### config.mk
export PLATFORM = sky130hd
export DESIGN_NAME = rsps_select
export DESIGN_NICKNAME = d
export VERILOG_FILES = /design/src/hw/rsps_select.v /design/src/hw/rsps_sync.v
export VERILOG_INCLUDE_DIRS = /design/src /design/src/hw
export SDC_FILE = /design/constraint.sdc
export NUM_CORES = 1
export LEC_CHECK = 0
export BUFFER_PORTS_ARGS = -buffer_cell sky130_fd_sc_hd__buf_2
export CORE_ASPECT_RATIO = 1.75
export CORE_MARGIN = 4
export CORE_UTILIZATION = 47
export CTS_CLUSTER_SIZE = 24
export DETAILED_ROUTE_END_ITERATION = 8
export PLACE_DENSITY = 0.78
export SETUP_SLACK_MARGIN = 0.1
export SLEW_MARGIN = 20
export SYNTH_ARGS = -nofsm -noshare
export SYNTH_HDL_FRONTEND = slang
export SYNTH_SLANG_ARGS = --single-unit
### constraint.sdc
create_clock -name i_clk -period 4 [get_ports i_clk]
set_input_delay 0.4 -clock i_clk [delete_from_list [all_inputs] [get_ports i_clk]]
set_output_delay 0.4 -clock i_clk [all_outputs]
set_load 0.01 [all_outputs]
### src/hw/rsps_map.vh
// Strap capture and pin-ownership constants for the peripheral select block.
// Included by the select logic; definitions only.
`ifndef RSPS_MAP_VH
`define RSPS_MAP_VH

// Reset values of the held strap registers
`define RSPS_CELL_SEL_RST 1'h0
`define RSPS_PCI_SEL_RST 1'h0
`define RSPS_SER2_SEL_RST 1'h0
`define RSPS_AUTOINIT_RST 1'h0
`define RSPS_CFG_RST 10'h000

// Field positions inside the captured configuration word
`define RSPS_CFG_ADDR20_13_LSB 0
`define RSPS_CFG_ADDR20_13_MSB 7
`define RSPS_CFG_ADDR7_BIT 8
`define RSPS_CFG_HOST_WIDTH_BIT 9
`define RSPS_CFG_AUTOINIT_BIT 0

// GPIO pin positions with fixed default functions
`define RSPS_GP_DIV4_BIT 1
`define RSPS_GP_DIV6_BIT 2
`define RSPS_GP_SER2_CLK_BIT 8
`define RSPS_GP_INT_LSB 4
`define RSPS_GP_INT_MSB 7
`define RSPS_GP_UPPER_LSB 9
`define RSPS_GP_UPPER_MSB 15

// Strap synchroniser depth
`define RSPS_SYNC_STAGES 2

`endif

### src/hw/rsps_select.v
// Reset-latched peripheral selection and shared-pin ownership.
// Assumes strap pins are held by board resistors or a controller; GPIO
// enable/direction bits arrive from a software register elsewhere.
// Contract
// Cell-port strap low at reset gives shared pins to serial port 1 and floats cell-only pins.
// Cell-port strap high at reset enables the cell interface and floats serial-1-only pins.
// PCI and serial-2 straps are both captured during reset and set host/GPIO/PCI/EEPROM/serial-2 use.
// PCI strap low enables the host port, keeps PCI and EEPROM off, and frees upper GPIO.
// PCI off puts shared pins on the host port and floats the byte-enable-0 and EEPROM select pins.
// A shared pin is GPIO only with its enable bit set; direction bit clear is input, set is output.
// PCI strap high disables the host port and gives all host/PCI and GPIO/PCI pins to PCI.
// Serial port 2 is off only with PCI selected and serial-2 strap low; here it is also off until the capture window closes.
// In that configuration the EEPROM auto-initialises PCI at reset only when its strap is high.
// Serial-2 select raised after reset enables serial port 2 and disables the EEPROM live.
// The outside party keeps the PCI strap valid and fixed; the serial-2 strap stays valid.
// Timers, serial port 0 and lower GPIO pins are always available; here timers and serial port 0 are off until the capture window closes.
// Pins 1, 2 and 8 default to div-4 clock, div-6 clock and serial-2 clock source.
// Pins 7 to 4 default to interrupt inputs or input-only GPIO; here they drive out when enable and direction bits are both set.
// GPIO/PCI shared pins default to no function until selected.
// Remaining straps on address bits 20 to 13, 7 and host data bit 5 are captured in reset.
// Captured straps other than serial-2 select are held until the next reset.
`timescale 1ns/10ps
`include "rsps_map.vh"
module rsps_select #(
  parameter GPIO_WIDTH = 16
) (
  input wire i_clk,
  input wire i_reset,
  input wire i_cell_port_select_strap,
  input wire i_pci_select_strap,
  input wire i_serial2_select_strap,
  input wire i_eeprom_autoinit_strap,
  input wire [7:0] i_strap_addr_bits_20_13,
  input wire i_strap_addr_bit7,
  input wire i_host_data_bit5_strap,
  input wire [GPIO_WIDTH-1:0] i_gpio_pin_enable_bit,
  input wire [GPIO_WIDTH-1:0] i_gpio_pin_direction_bit,
  output reg o_cell_port_enable,
  output reg o_serial1_enable,
  output reg o_cell_pins_oe,
  output reg o_serial1_pins_oe,
  output reg o_shared_cell_serial1_sel,
  output reg o_host_port_enable,
  output reg o_pci_enable,
  output reg o_pci_standalone_oe,
  output reg o_eeprom_enable,
  output reg o_eeprom_autoinit,
  output reg o_serial2_enable,
  output reg o_serial0_enable,
  output reg o_timers_enable,
  output reg [GPIO_WIDTH-1:0] o_gpio_func_gpio,
  output reg [GPIO_WIDTH-1:0] o_gpio_oe,
  output reg [GPIO_WIDTH-1:0] o_gpio_func_pci,
  output reg [GPIO_WIDTH-1:0] o_gpio_func_alt,
  output reg [7:0] o_cfg_addr_bits_20_13,
  output reg o_cfg_addr_bit7,
  output reg o_cfg_host_width32
);
  // Straps come from pins, so all pass a synchroniser first
  localparam SW = 12;
  wire [SW-1:0] strap_s;
  rsps_sync #(
    .WIDTH(SW)
  ) u_sync (
    .i_clk(i_clk),
    .i_reset(i_reset),
    .i_async({i_host_data_bit5_strap, i_strap_addr_bit7, i_strap_addr_bits_20_13,
      i_eeprom_autoinit_strap, i_serial2_select_strap}),
    .o_sync(strap_s)
  );
  wire ser2_s = strap_s[0];
  wire ainit_s = strap_s[1];
  wire [7:0] addr_s = strap_s[9:2];
  wire addr7_s = strap_s[10];
  wire hwid_s = strap_s[11];

  // Cell and PCI selects share the same synchroniser style
  wire [1:0] sel_s;
  rsps_sync #(
    .WIDTH(2)
  ) u_sync_sel (
    .i_clk(i_clk),
    .i_reset(i_reset),
    .i_async({i_pci_select_strap, i_cell_port_select_strap}),
    .o_sync(sel_s)
  );

  // Capture phase: first clocks after reset release, while synchroniser fills
  localparam ST_CAPT = 2'b01;
  localparam ST_RUN = 2'b10;
  reg [1:0] state_r;
  reg [1:0] state_nxt;
  reg [1:0] capt_cnt_r;
  reg [1:0] capt_cnt_nxt;
  reg cell_sel_r;
  reg pci_sel_r;
  reg ser2_init_r;
  reg ainit_r;
  reg [9:0] cfg_r;

  always @* begin
    state_nxt = state_r;
    capt_cnt_nxt = capt_cnt_r;
    case (state_r)
      ST_CAPT: begin
        capt_cnt_nxt = capt_cnt_r + 2'h1;
        // Wait for straps to pass both synchroniser stages
        if (capt_cnt_r == `RSPS_SYNC_STAGES) begin
          state_nxt = ST_RUN;
        end
      end
      ST_RUN: begin
        state_nxt = ST_RUN;
      end
      default: begin
        state_nxt = ST_CAPT;
        capt_cnt_nxt = 2'h0;
      end
    endcase
  end

  wire capturing = (state_r == ST_CAPT);

  // Straps are latched in the reset window, then frozen
  always @(posedge i_clk or posedge i_reset) begin
    if (i_reset) begin
      state_r <= ST_CAPT;
      capt_cnt_r <= 2'h0;
      cell_sel_r <= `RSPS_CELL_SEL_RST;
      pci_sel_r <= `RSPS_PCI_SEL_RST;
      ser2_init_r <= `RSPS_SER2_SEL_RST;
      ainit_r <= `RSPS_AUTOINIT_RST;
      cfg_r <= `RSPS_CFG_RST;
    end else begin
      state_r <= state_nxt;
      capt_cnt_r <= capt_cnt_nxt;
      if (capturing) begin
        cell_sel_r <= sel_s[0];
        pci_sel_r <= sel_s[1];
        ser2_init_r <= ser2_s;
        ainit_r <= ainit_s;
        cfg_r <= {hwid_s, addr7_s, addr_s};
      end
    end
  end

  // Live serial-2 select; only it may move after reset, and it can fall back low only when its reset-time value was low
  wire ser2_live = capturing ? ser2_s : (ser2_init_r | ser2_s);
  wire running = ~capturing;

  // Cell/serial-1 table; cell_sel_r is reloaded every clock of the window and held once it closes
  reg cell_en_nxt;
  reg ser1_en_nxt;
  reg cell_oe_nxt;
  reg ser1_oe_nxt;
  always @* begin
    cell_en_nxt = 1'b0;
    ser1_en_nxt = 1'b1;
    cell_oe_nxt = 1'b0;
    ser1_oe_nxt = 1'b0;
    case ({running, cell_sel_r})
      2'b10: begin
        // Serial 1 owns the shared pins; cell-only pins float
        ser1_oe_nxt = 1'b1;
      end
      2'b11: begin
        // Cell port owns the shared pins; serial-1-only pins float
        cell_en_nxt = 1'b1;
        ser1_en_nxt = 1'b0;
        cell_oe_nxt = 1'b1;
      end
      default: begin
        ser1_en_nxt = ~cell_sel_r;
      end
    endcase
  end

  // Host/PCI/serial-2 table keyed by held PCI strap and live serial-2 select
  reg host_en_nxt;
  reg pci_en_nxt;
  reg eeprom_en_nxt;
  reg ser2_en_nxt;
  always @* begin
    host_en_nxt = 1'b0;
    pci_en_nxt = 1'b0;
    eeprom_en_nxt = 1'b0;
    ser2_en_nxt = 1'b0;
    case ({running, pci_sel_r, ser2_live})
      3'b100, 3'b101: begin
        host_en_nxt = 1'b1;
        ser2_en_nxt = 1'b1;
      end
      3'b110: begin
        // Only combination that parks serial 2 and wakes the EEPROM
        pci_en_nxt = 1'b1;
        eeprom_en_nxt = 1'b1;
      end
      3'b111: begin
        pci_en_nxt = 1'b1;
        ser2_en_nxt = 1'b1;
      end
      default: begin
        // Window still open: nothing owns the shared pins yet
        host_en_nxt = 1'b0;
      end
    endcase
  end

  // Autoinit is armed only from the reset-time strap set
  wire autoinit_nxt = pci_sel_r & ~ser2_init_r & ainit_r & running;

  // Per-pin ownership; each pin's role is fixed by its position
  wire [GPIO_WIDTH-1:0] gp_gpio_nxt;
  wire [GPIO_WIDTH-1:0] gp_oe_nxt;
  wire [GPIO_WIDTH-1:0] gp_pci_nxt;
  wire [GPIO_WIDTH-1:0] gp_alt_nxt;
  genvar g;
  generate
    for (g = 0; g < GPIO_WIDTH; g = g + 1) begin : g_pin
      localparam IS_UPPER = (g >= `RSPS_GP_UPPER_LSB) && (g <= `RSPS_GP_UPPER_MSB);
      localparam IS_CLKOUT = (g == `RSPS_GP_DIV4_BIT) || (g == `RSPS_GP_DIV6_BIT);
      localparam IS_SCLK = (g == `RSPS_GP_SER2_CLK_BIT);
      localparam IS_INT = (g >= `RSPS_GP_INT_LSB) && (g <= `RSPS_GP_INT_MSB);
      wire sw_en = i_gpio_pin_enable_bit[g];
      wire sw_out = i_gpio_pin_enable_bit[g] & i_gpio_pin_direction_bit[g];
      if (IS_UPPER) begin : g_up
        // No function until the window closes, then PCI or software owns it
        assign gp_gpio_nxt[g] = running & ~pci_sel_r & sw_en;
        assign gp_oe_nxt[g] = running & ~pci_sel_r & sw_out;
        assign gp_pci_nxt[g] = running & pci_sel_r;
        assign gp_alt_nxt[g] = 1'b0;
      end else begin : g_low
        // Lower pins never depend on strap selection
        assign gp_gpio_nxt[g] = sw_en;
        assign gp_pci_nxt[g] = 1'b0;
        if (IS_CLKOUT) begin : g_clk
          // Clock outputs drive until software claims the pin
          assign gp_oe_nxt[g] = ~sw_en | i_gpio_pin_direction_bit[g];
          assign gp_alt_nxt[g] = ~sw_en;
        end else if (IS_SCLK) begin : g_sclk
          assign gp_oe_nxt[g] = sw_out;
          assign gp_alt_nxt[g] = ~sw_en;
        end else if (IS_INT) begin : g_int
          // Interrupt role is always on input; output only when fully enabled
          assign gp_oe_nxt[g] = sw_out;
          assign gp_alt_nxt[g] = ~sw_out;
        end else begin : g_plain
          assign gp_oe_nxt[g] = sw_out;
          assign gp_alt_nxt[g] = 1'b0;
        end
      end
    end
  endgenerate

  // Peripheral enables and standalone pin drives
  always @(posedge i_clk or posedge i_reset) begin
    if (i_reset) begin
      o_cell_port_enable <= 1'b0;
      o_serial1_enable <= 1'b1;
      o_cell_pins_oe <= 1'b0;
      o_serial1_pins_oe <= 1'b0;
      o_shared_cell_serial1_sel <= 1'b0;
      o_host_port_enable <= 1'b0;
      o_pci_enable <= 1'b0;
      o_pci_standalone_oe <= 1'b0;
      o_eeprom_enable <= 1'b0;
      o_eeprom_autoinit <= 1'b0;
      o_serial2_enable <= 1'b0;
      o_serial0_enable <= 1'b0;
      o_timers_enable <= 1'b0;
    end else begin
      o_cell_port_enable <= cell_en_nxt;
      o_serial1_enable <= ser1_en_nxt;
      o_shared_cell_serial1_sel <= cell_sel_r;
      // Standalone pins may drive only for their owner
      o_cell_pins_oe <= cell_oe_nxt;
      o_serial1_pins_oe <= ser1_oe_nxt;
      o_host_port_enable <= host_en_nxt;
      o_pci_enable <= pci_en_nxt;
      o_pci_standalone_oe <= pci_en_nxt;
      o_eeprom_enable <= eeprom_en_nxt;
      o_eeprom_autoinit <= autoinit_nxt;
      o_serial2_enable <= ser2_en_nxt;
      o_serial0_enable <= running;
      o_timers_enable <= running;
    end
  end

  // Shared GPIO pin ownership
  always @(posedge i_clk or posedge i_reset) begin
    if (i_reset) begin
      o_gpio_func_gpio <= {GPIO_WIDTH{1'b0}};
      o_gpio_oe <= {GPIO_WIDTH{1'b0}};
      o_gpio_func_pci <= {GPIO_WIDTH{1'b0}};
      o_gpio_func_alt <= {GPIO_WIDTH{1'b0}};
    end else begin
      o_gpio_func_gpio <= gp_gpio_nxt;
      o_gpio_oe <= gp_oe_nxt;
      o_gpio_func_pci <= gp_pci_nxt;
      o_gpio_func_alt <= gp_alt_nxt;
    end
  end

  // Held configuration straps; only a new reset changes them
  always @(posedge i_clk or posedge i_reset) begin
    if (i_reset) begin
      o_cfg_addr_bits_20_13 <= 8'h00;
      o_cfg_addr_bit7 <= 1'b0;
      o_cfg_host_width32 <= 1'b0;
    end else begin
      o_cfg_addr_bits_20_13 <= cfg_r[`RSPS_CFG_ADDR20_13_MSB:`RSPS_CFG_ADDR20_13_LSB];
      o_cfg_addr_bit7 <= cfg_r[`RSPS_CFG_ADDR7_BIT];
      o_cfg_host_width32 <= cfg_r[`RSPS_CFG_HOST_WIDTH_BIT];
    end
  end
endmodule // rsps_select

### src/hw/rsps_sync.v
// Two-flop synchroniser bank for strap pins.
// Assumes asynchronous pin levels; output is one clock domain.
`timescale 1ns/10ps
module rsps_sync #(
  parameter WIDTH = 4
) (
  input wire i_clk,
  input wire i_reset,
  input wire [WIDTH-1:0] i_async,
  output reg [WIDTH-1:0] o_sync
);
  reg [WIDTH-1:0] meta_r;

  // First stage feeds only the second stage
  always @(posedge i_clk or posedge i_reset) begin
    if (i_reset) begin
      meta_r <= {WIDTH{1'b0}};
      o_sync <= {WIDTH{1'b0}};
    end else begin
      meta_r <= i_async;
      o_sync <= meta_r;
    end
  end
endmodule // rsps_sync

Yosys cells after proc, flatten, opt, wreduce, memory -nomap -nowiden
Index checks and enable logic that the tools add are counted.
Word-level totals
  output and inout port bits: 87
  flip-flop bits (word level): 106
  input port bits: 48
  word-level logic and storage cells: 100
Operators by class
  add/subtract/negate cells: 1
  bitwise logic cells: 47
  eq/ne operators: 10
  reductions and logical operators: 3
  muxes and demuxes: 11
Operator list (number)
  AND 1 bit: 33
  equality test 3 bit (second input constant): 4
  NOT 1 bit: 11
  equality test 2 bit (second input constant): 4
  one-hot mux 2 bit (2 select lines): 2
  two-way mux 1 bit: 7
  OR reduction 2 bit: 2
  bitwise OR 1 bit: 3
  OR reduction 3 bit: 1
  adder 2 x 1 -> 2 bit (second input constant): 1
  equality test 2 x 1 -> 1 bit (second input constant): 1
  two-way mux 2 bit: 1
  != test 2 x 1 -> 1 bit (second input constant): 1
  one-hot mux 1 bit (2 select lines): 1

Depth between registers and ports, before layout
Gate-level depths: netlist (run 1).
  word-level depth: 5
  mapped depth: 5
  mapped depth without buffers: 4

By module
A second synthesis (run 1) with hierarchy kept.
Unflattened totals
  cell total of the unflattened synthesis: 208
  area total of the unflattened synthesis: 3350.7 um2
By module, submodules not included
  rsps_select: instances 1, cells an instance 178, seq. area each 1929.4 um2, area an instance 2642.5 um2
  rsps_sync at u_sync: instances 1, cells an instance 25, seq. area each 600.6 um2, area an instance 604.3 um2
  rsps_sync at u_sync_sel: instances 1, cells an instance 5, seq. area each 100.1 um2, area an instance 103.8 um2

Worst setup path after synthesis (run 1)
Ideal clock, no wire load.
  path type: register to register
  start point: reg state_r[0]
  end point: reg ainit_r
  slack: 2.630 ns
  data required time: 3.875 ns
  stages on the path, launching flop included: 4
  buffers on the path: 1
  arrival time: 1.246 ns
  clock period less this slack: 1.370 ns
  setup time: 0.125 ns
  path through: dfstp_2 ha_1 buf_4 mux2_2
Between the ends
  longest elaborated chain between the ends: 1
Ends and longest elaborated chain
  from (decl): line rsps_select.v:91  | reg [1:0] state_r;
  from (signal assigned): line rsps_select.v:135  | state_r <= state_nxt;
  equality test 2 x 1 -> 1 bit: line rsps_select.v:122  | wire capturing = (state_r == ST_CAPT);
  to (signal assigned): line rsps_select.v:132  | ainit_r <= `RSPS_AUTOINIT_RST;
  to (signal assigned): line rsps_select.v:141  | ainit_r <= ainit_s;
  to (decl): line rsps_select.v:98  | reg ainit_r;
No other way between the ends.
A chain may end at the register's enable or synchronous reset.

Final worst setup path (run 1)
  start point: reg state_r[0]
  end point: reg o_gpio_oe[9]
Between the ends
  longest elaborated chain between the ends: 4
Ends and longest elaborated chain
  equality test 2 x 1 -> 1 bit: line rsps_select.v:122
  NOT 1 bit: line rsps_select.v:149  | wire running = ~capturing;
  AND 1 bit (2 in series): line rsps_select.v:229  | assign gp_oe_nxt[g] = running & ~pci_sel_r & sw_out;
  named net gp_oe_nxt[9]: line rsps_select.v:214  | wire [GPIO_WIDTH-1:0] gp_oe_nxt;
  to (signal assigned): line rsps_select.v:293  | o_gpio_oe <= {GPIO_WIDTH{1'b0}};
  to (signal assigned): line rsps_select.v:298  | o_gpio_oe <= gp_oe_nxt;
  to (decl): line rsps_select.v:52  | output reg [GPIO_WIDTH-1:0] o_gpio_oe,
The timed path passes the listed nets, and every way through them passes these cells.

==> results.toml, run 1 <==
[outcome]
status = "complete, no violations"

[cells_and_area]
nFillCells = 571
area_growth_pct = 23.7
layout.nets = 373
final_cells = 411
multi_input_area_um2 = 504
diodes = 0
stdcell_area_um2 = 4160
drive_gt1_frac = 0.471
final_core_util = 0.602
seq_area_um2 = 2630

[synthesis]
synth_area_leader_cell = "dfrtp_1"
syn_area_um2 = 3360
synth_ff_type = "dfrtp_1"
ys_seq_elements = 105
synth_top_area_frac = 0.767
synth_cell_types = 24
netlist_instances = 208
yosysSeqAreaShare = 0.783
async_reset_ff_frac = 1.00
synth_edf_count = 0
yosysWarningCount = 0
synth.cells.most_frequent = "dfrtp_1, buf_4, inv_1, mux2_2, and2_1"
yosysMostFrequentCell = "dfrtp_1"
avgSynthCellArea_um2 = 16.2
synthTopCellsByArea = "dfrtp_1, buf_4, mux2_2"

[floorplan]
design.core.area_um2 = 6910
start_util = 0.486
io_pins = 135
row_count = 40
dieWidth_um = 71.9
die_area_um2 = 8620
die_h_um = 120

[timing]
max_slew.worst_pin.slew_ns = 0.889
slew_violations = 0
hold_viol_final = 0
setup_viol = 0
rsz0062_at_grt = "no"
max_freq_mhz = 523
layout_setup_ws_ns = 2.09
period_minus_slack_ns = 1.91
fin_worst_skew_ns = 0.00430
post-route-period-util = 0.478
finalSetupTns_ns = 0
hold_ws_ns = 0.165
relSlewSlack = 0.407

[clocking]
clk_pin_slew_worst_paths_ns = 0.07
cts-root-buf = "clkbuf_16"
clockBufferDepth = 2
numCtsBuffers = 9
ctsHoldBuffers = 0
clock_latency_ns = 0.34
cts_tree = "built"
h-tree-depth = 3
cts_sinks = 105
ctsResizeCount = 0
postCtsSetupRepairBufs = 0

[worst_setup_path]
critPathLaunchType = "register"
critPathMaxFanout = 22
worstSetupPathType = "register to register"
required_ns = 4.23
cp.arrival_ns = 2.14
endpoint_kind = "register"

[global_routing]
grt_first_pass_wirelength_um = 8570
grt_usage = 0.134
grt_util_met3 = 0.0310
grt_pass1_vias = 1901
grt_use_met2 = 0.236
gr-total-overflow = 0
grt_antenna_before_repair = 0
busiest_layer = "met2"
grt_max_degree = 74
use_met1 = 0.134

[power_and_ir_drop]
leakage_nw = 2.19
combPwrFrac = 0.061
power_frac_clock = 0.384
switching_share = 0.222
p_int_mw = 1.58
vdd_ir_drop_max_v = 0.000315
pwr-share-seq = 0.555
power_switching_uw = 451
power_density_nw_per_um2 = 489
finalPower_mw = 2.03

[routing]
post_drt_via_cell_ratio = 4.38
wl_per_cell_um = 13.3
antenna_left = 0
dr.pass1.iters = 4
drc = 0
wirelength_um = 5450
vias = 1800
drt_iter0_drc = 131

[placement]
placed_area_um2 = 3880
post-place-ws_ns = 2.06
place_hpwl_um = 4030
placedCellCount = 395
gp_congestion = 0.766
port_buffers = 116

[job]
drv_cap = 0

[worst_hold_path]
hp-class = "input pin to register"
## worst max-delay path: stages (launching register included)
cell     delay [ns]
dfstp_2        0.54
ha_1           0.74
nor2_2         0.25
and3_1         0.27
## sequential cells by signal, indices dropped and copies added (netlist names), 7 cells and up
signal	count
o_gpio_func_gpio	16
o_gpio_oe	16
u_sync.meta_r	12
u_sync.o_sync	12
cfg_r	10
o_cfg_addr_bits_20_13	8
o_gpio_func_alt	7
## per-layer routing
layer / vias up / wire length, um
met3: 12 / 398
met5: - / 0
met4: 0 / 199
met2: 78 / 3140
li1: 831 / -
met1: 879 / 1720
## cells by family after synthesis
| family | after synthesis | synth area share |
|---|---|---|
| AOI/OAI and AO/OA | 4 | 0.00894 |
| adders and majority gates | 3 | 0.0112 |
| buffers and inverters | 45 | 0.0860 |
| DFF | 105 | 0.783 |
| muxes | 14 | 0.0466 |
| other | 1 | 0.00112 |
| and+or+nand+nor | 36 | 0.0633 |
## layout make-up
class / instances / area share
clock inverters: 7 / 0.0114
inverters: 14 / 0.0132
multi-input cells: 75 / 0.121
well taps: 84 / 0.0253
flip-flops and latches: 105 / 0.633
repair buffers: 117 / 0.142
clock buffers: 9 / 0.0542
## path summary, 6_finish.rpt
path                            cells after the start                          to  slack, ns                  startpoint
worst max-delay path                                3      o_gpio_oe[9]$_DFF_PP0_       2.09      state_r[0]$_DFFE_PP1P_
max in group asynchronous                           3      o_gpio_oe[1]$_DFF_PP0_       2.84                     i_reset
worst min-delay path                                1  u_sync.meta_r[5]$_DFF_PP0_       0.16  i_strap_addr_bits_20_13[3]
min in group asynchronous                           2      o_gpio_oe[8]$_DFF_PP0_       0.24                     i_reset
worst min register to register                      0  u_sync.o_sync[0]$_DFF_PP0_       0.35  u_sync.meta_r[0]$_DFF_PP0_
worst max register to register                      3      o_gpio_oe[9]$_DFF_PP0_       2.09      state_r[0]$_DFFE_PP1P_
## power by group through the flow
stage | clock, mW | combinational, mW | sequential (mW)
finish | 0.781 | 0.125 | 1.13
global route | 0.852 | 0.139 | 1.13
CTS | 0.810 | 0.128 | 1.13
detailed placement | 0 | 0.128 | 1.15
global placement | 0 | 0.123 | 1.15
floorplan | 0 | 0.0635 | 1.16
## placed cells by master, fill, tap and decap left out, drive strengths merged
cell and count:
nor3b 1, a21oi 1, dfstp 2, and3 7
nor2 3, a21o 1, inv 14, nor3 1
o31ai 1, dfrtp 103, mux2 13, conb 18
buf 117, clkinv 5, ha 3, nand2b 5
nand2 8, o21ai 1, nor2b 1, and2 10
clkbuf 9, mux2i 1, clkinvlp 2
Power figures use the tool's default switching activity.
==> inputs of run 2 (changes only) <==
--- a/config.mk
+++ b/config.mk
@@ -9,10 +9,10 @@
 export BUFFER_PORTS_ARGS = -buffer_cell sky130_fd_sc_hd__buf_2
 export CORE_ASPECT_RATIO = 1.75
 export CORE_MARGIN = 4
-export CORE_UTILIZATION = 47
+export CORE_UTILIZATION = 43
 export CTS_CLUSTER_SIZE = 24
 export DETAILED_ROUTE_END_ITERATION = 8
-export PLACE_DENSITY = 0.78
+export PLACE_DENSITY = 0.75
 export SETUP_SLACK_MARGIN = 0.1
 export SLEW_MARGIN = 20
 export SYNTH_ARGS = -nofsm -noshare
==> constraint.sdc (replaced) <==
create_clock -name i_clk -period 1.7 [get_ports i_clk]
set_input_delay 0.17 -clock i_clk [delete_from_list [all_inputs] [get_ports i_clk]]
set_output_delay 0.17 -clock i_clk [all_outputs]
set_load 0.01 [all_outputs]
==> results.toml, run 2 (same netlist as run 1, synthesis figures left out) <==
[outcome]
status = "complete, no violations"

[timing]
layout_setup_ws_ns = 0.264
setup_viol = 0
post-route-period-util = 0.845
hold_viol_final = 0
fin_worst_skew_ns = 0.00513
max_freq_mhz = 696
slew_violations = 0
hold_ws_ns = 0.0133
finalSetupTns_ns = 0
period_minus_slack_ns = 1.44
rsz0062_at_grt = "no"

[cells_and_area]
largestRegisters = "o_gpio_func_gpio: 16 flops, o_gpio_oe: 16 flops"
drive_gt1_frac = 0.435
final_cells = 444
layout.nets = 402
layout_commonest_cell = "buf_2"
nFillCells = 622
diodes = 0
area_growth_pct = 33.9
layout_common_cells = "buf_2, dfrtp_1, dlygate4sd3_1"

[worst_hold_path]
hp-start = "i_gpio_pin_direction_bit[4]"
hp-class = "input pin to register"

[job]
drv_cap = 0

[routing]
dr.pass1.iters = 4
wirelength_um = 5840
drc = 0
vias = 1913
wl_per_cell_um = 13.2
post_drt_via_cell_ratio = 4.31
antenna_left = 0
drt_iter0_drc = 112

[clocking]
cts_sinks = 105
clockBufferDepth = 2
numCtsBuffers = 9
cts_tree = "built"
clock_latency_ns = 0.34
clk_pin_slew_worst_paths_ns = 0.06
h-tree-depth = 3
cts-root-buf = "clkbuf_16"

[worst_setup_path]
crit_path_start = "state_r[1]$_DFFE_PP0P_"
cp.arrival_ns = 1.71
critPathMaxFanout = 22
worstPathBufferInverterCount = 2
required_ns = 1.97
path_cells = "inv_1, ha_1, buf_12, nor2_2, and3_1"
critPathLaunchType = "register"
endpoint_kind = "register"
slowest_delay_ns = 0.36
reg2reg_from = "state_r[1]$_DFFE_PP0P_"
critPathSlowestCell = "nor2_2"
worstSetupPathType = "register to register"
cp_top_family = "simple AND/OR/NAND/NOR gates"

[global_routing]
grt_pass1_vias = 2078
grt_max_degree = 67
gr-total-overflow = 0
grt_usage = 0.137
grt_antenna_before_repair = 0
grt_first_pass_wirelength_um = 9480

[floorplan]
dieWidth_um = 74.8
die_h_um = 125
design.core.area_um2 = 7570
row_count = 42
start_util = 0.444
io_pins = 135
die_area_um2 = 9350

[placement]
port_buffers = 116
post-place-ws_ns = 0.270
place_hpwl_um = 4140
placedCellCount = 402
gp_congestion = 0.752

[power_and_ir_drop]
vdd_ir_drop_max_v = 0.000642
power_density_nw_per_um2 = 1120
leakage_nw = 2.34
run 2: routing by layer:
layer | track usage | vias up | part of all wire
li1 | - | 894 | -
met1 | 0.143 | 926 | 0.33
met2 | 0.233 | 78 | 0.56
met3 | 0.0402 | 15 | 0.071
met4 | 0.0839 | 0 | 0.035
met5 | 0 | - | 0
run 2: worst paths after layout:
| kind | end | slack, ns | cells after the start |
|---|---|---|---|
| max | o_gpio_oe[12]$_DFF_PP0_ | 0.26 | 5 |
| min | o_gpio_func_alt[4]$_DFF_PP0_ | 0.01 | 2 |
| max reg2reg | o_gpio_oe[12]$_DFF_PP0_ | 0.26 | 5 |
| min reg2reg | u_sync.o_sync[7]$_DFF_PP0_ | 0.35 | 0 |
| max in group asynchronous | o_serial1_enable$_DFF_PP1_ | 0.69 | 4 |
| min in group asynchronous | cfg_r[0]$_DFFE_PP0P_ | 0.37 | 3 |
run 2: layout make-up:
class	instances	area [um^2]	share of cell area
Multi-Input combinational cell	75	504	0.112
Clock inverter	3	40.0	0.00890
Timing Repair Buffer	146	896	0.199
Tap cell	88	110	0.0245
Clock buffer	13	260	0.0579
Inverter	14	56.3	0.0125
Sequential cell	105	2630	0.585
run 2: where the power goes:
group,internal (mW),switching [mW]
Sequential,2.62,0.0378
Clock,1.22,0.812
Combinational,0.165,0.183
Total,4.00,1.03
run 2: timing repair:
| item | 4_1_cts | 5_1_grt |
|---|---|---|
| buffers inserted | 0 | 0 |
| hold endpoints to repair | 42 | 0 |
| resized for setup | 0 | 0 |
| hold buffers | 26 | 0 |
run 2: stage by stage:
step,utilization,total power [mW],cell area (um^2)
finish,0.594,5.03,4500
CTS,0.594,5.10,4500
floorplan,-,2.88,3430
detailed placement,0.520,3.01,3940
global placement,0.520,2.99,3940
global route,0.594,5.25,4500
==> inputs of run 3 (changes only) <==
--- a/config.mk
+++ b/config.mk
@@ -6,6 +6,7 @@
 export SDC_FILE = /design/constraint.sdc
 export NUM_CORES = 1
 export LEC_CHECK = 0
+export ABC_AREA = 1
 export BUFFER_PORTS_ARGS = -buffer_cell sky130_fd_sc_hd__buf_2
 export CORE_ASPECT_RATIO = 1.75
 export CORE_MARGIN = 4
==> constraint.sdc (replaced) <==
create_clock -name i_clk -period 1.2 [get_ports i_clk]
set_input_delay 0.12 -clock i_clk [delete_from_list [all_inputs] [get_ports i_clk]]
set_output_delay 0.12 -clock i_clk [all_outputs]
set_load 0.01 [all_outputs]
==> results.toml, run 3 <==
[floorplan]
die_h_um = 125
start_util = 0.445
die_area_um2 = 9430
row_count = 42
io_pins = 135
dieWidth_um = 75.1
design.core.area_um2 = 7620

[synthesis]
yosysMostFrequentCell = "dfrtp_1"
avgSynthCellArea_um2 = 13.1
synth_ff_type = "dfrtp_1"
synth_top_area_frac = 0.760
yosysSeqAreaShare = 0.776
yosysWarningCount = 0
netlist_instances = 259
synth.cells.most_frequent = "dfrtp_1, nand2_1, buf_4, inv_1, nor2_1"
syn_area_um2 = 3390
async_reset_ff_frac = 1.00
synth_edf_count = 0
synth_area_leader_cell = "dfrtp_1"
synthTopCellsByArea = "dfrtp_1, buf_4, nand2_1"
ys_seq_elements = 105
synth_cell_types = 16

[cells_and_area]
diodes = 0
nFillCells = 578
drive_gt1_frac = 0.370
final_cells = 512
largestRegisters = "o_gpio_func_gpio: 16 flops, o_gpio_oe: 16 flops"
layout_common_cells = "buf_2, dfrtp_1, nand2_1"
layout.nets = 471
stdcell_area_um2 = 4790
area_growth_pct = 41.3
layout_commonest_cell = "buf_2"

[clocking]
cts-root-buf = "clkbuf_16"
clock_latency_ns = 0.33
cts_tree = "built"
numCtsBuffers = 9
h-tree-depth = 3
cts_sinks = 105
clockBufferDepth = 2
clk_pin_slew_worst_paths_ns = 0.07

[worst_hold_path]
hp-start = "i_gpio_pin_enable_bit[15]"
worstHoldPathCells = 3
min_to = "o_gpio_func_gpio[15]$_DFF_PP0_"
hp-class = "input pin to register"

[global_routing]
gr-total-overflow = 0
grt_first_pass_wirelength_um = 10500
grt_antenna_before_repair = 0
grt_pass1_vias = 2306
grt_usage = 0.150
grt_max_degree = 45

[placement]
placed_area_um2 = 4000
place_hpwl_um = 4430
placedCellCount = 454
port_buffers = 116
gp_congestion = 0.722

[routing]
vias = 2168
drt_iter0_drc = 79
antenna_left = 0
wirelength_um = 6610
drc = 0
wl_per_cell_um = 12.9
post_drt_via_cell_ratio = 4.23
dr.pass1.iters = 4

[job]
drv_cap = 0

[power_and_ir_drop]
leakage_nw = 2.56
power_density_nw_per_um2 = 1570
vdd_ir_drop_max_v = 0.000876

[worst_setup_path]
endpoint_kind = "register"
required_ns = 1.41
ff2ff_path_depth = 3
critPathSlowestCell = "dfstp_2"
slowest_delay_ns = 0.56
worstSetupPathType = "register to register"
critPathLaunchType = "register"
cp_top_family = "flip-flops"
reg2reg_from = "state_r[0]$_DFFE_PP1P_"
path_cells = "ha_4, buf_4, o21ai_0"
worstPathBufferInverterCount = 1
r2r_end = "ainit_r$_DFFE_PP0P_"
cp.arrival_ns = 1.36
critPathMaxFanout = 8
r2r_setup_slack_ns = 0.05

[timing]
hold_viol_final = 0
post-route-period-util = 0.962
fin_worst_skew_ns = 0.00561
hold_ws_ns = 0.0120
rsz0062_at_grt = "yes"
setup_viol = 0
slew_violations = 0
finalSetupTns_ns = 0
period_minus_slack_ns = 1.15
max_freq_mhz = 866

[outcome]
status = "complete, no violations"
==> run 3: worst min-delay path: stages <==
cell and delay [ns]:
buf_2 0.11, inv_1 0.04, nor2_1 0.04
==> run 3: area by class of cell <==
type / instances / area [um^2] / share of cell area
clock buffer: 10 / 229 / 0.0478
clock inverter: 5 / 104 / 0.0217
timing repair buffer: 165 / 1080 / 0.226
sequential: 105 / 2630 / 0.549
multi-input combinational: 108 / 500 / 0.104
inverter: 31 / 133 / 0.0277
tap: 88 / 110 / 0.0230
==> run 3: logic make-up (layout without fill, tap and decap cells) <==
kind of cell,after synthesis,after routing,synth area share
and+or+nand+nor,80,80,0.0934
other,1,18,0.00111
buffers and inverters,63,211,0.108
DFF,105,105,0.776
adders and majority gates,3,3,0.0111
AOI/OAI and AO/OA,7,7,0.0103
==> run 3: power by group <==
| part | internal, mW | switching, mW | total, mW |
|---|---|---|---|
| clock | 2.03 | 1.15 | 3.18 |
| combinational | 0.261 | 0.298 | 0.560 |
| sequential | 3.71 | 0.0531 | 3.76 |
==> run 3: routing by layer <==
metal	share of wire	vias to the layer above	GRT usage
li1	-	1037	-
met1	0.34	1020	0.157
met2	0.55	96	0.262
met3	0.077	15	0.0410
met4	0.028	0	0.0755
met5	0	-	0
==> run 3: worst max path at each step <==
stage / from / end / cells after the start
finish: state_r[0]$_DFFE_PP1P_ / ainit_r$_DFFE_PP0P_ / 3
global route: state_r[0]$_DFFE_PP1P_ / o_eeprom_enable$_DFF_PP0_ / 5
CTS: state_r[0]$_DFFE_PP1P_ / o_gpio_oe[9]$_DFF_PP0_ / 4
detailed placement: state_r[0]$_DFFE_PP1P_ / o_gpio_oe[9]$_DFF_PP0_ / 4
global placement: state_r[0]$_DFFE_PP1P_ / o_gpio_oe[9]$_DFF_PP0_ / 4
floorplan: i_reset / ainit_r$_DFFE_PP0P_ / 1
==> run 3: what timing repair did <==
item	in CTS	in global routing
buffers inserted	1	2
hold buffers	40	0
pin swaps	0	1
setup endpoints to repair	35	46
gates resized for setup	3	10
hold endpoints to repair	61	0
==> run 3: through the flow <==
step | worst slack, ns | utilization | total power [mW]
floorplan | -0.178 | - | 4.09
global placement | 0.0372 | 0.525 | 4.26
detailed placement | -0.00800 | 0.525 | 4.28
CTS | 0.0541 | 0.622 | 7.60
global route | -0.0103 | 0.629 | 7.82
finish | 0.0456 | 0.629 | 7.50
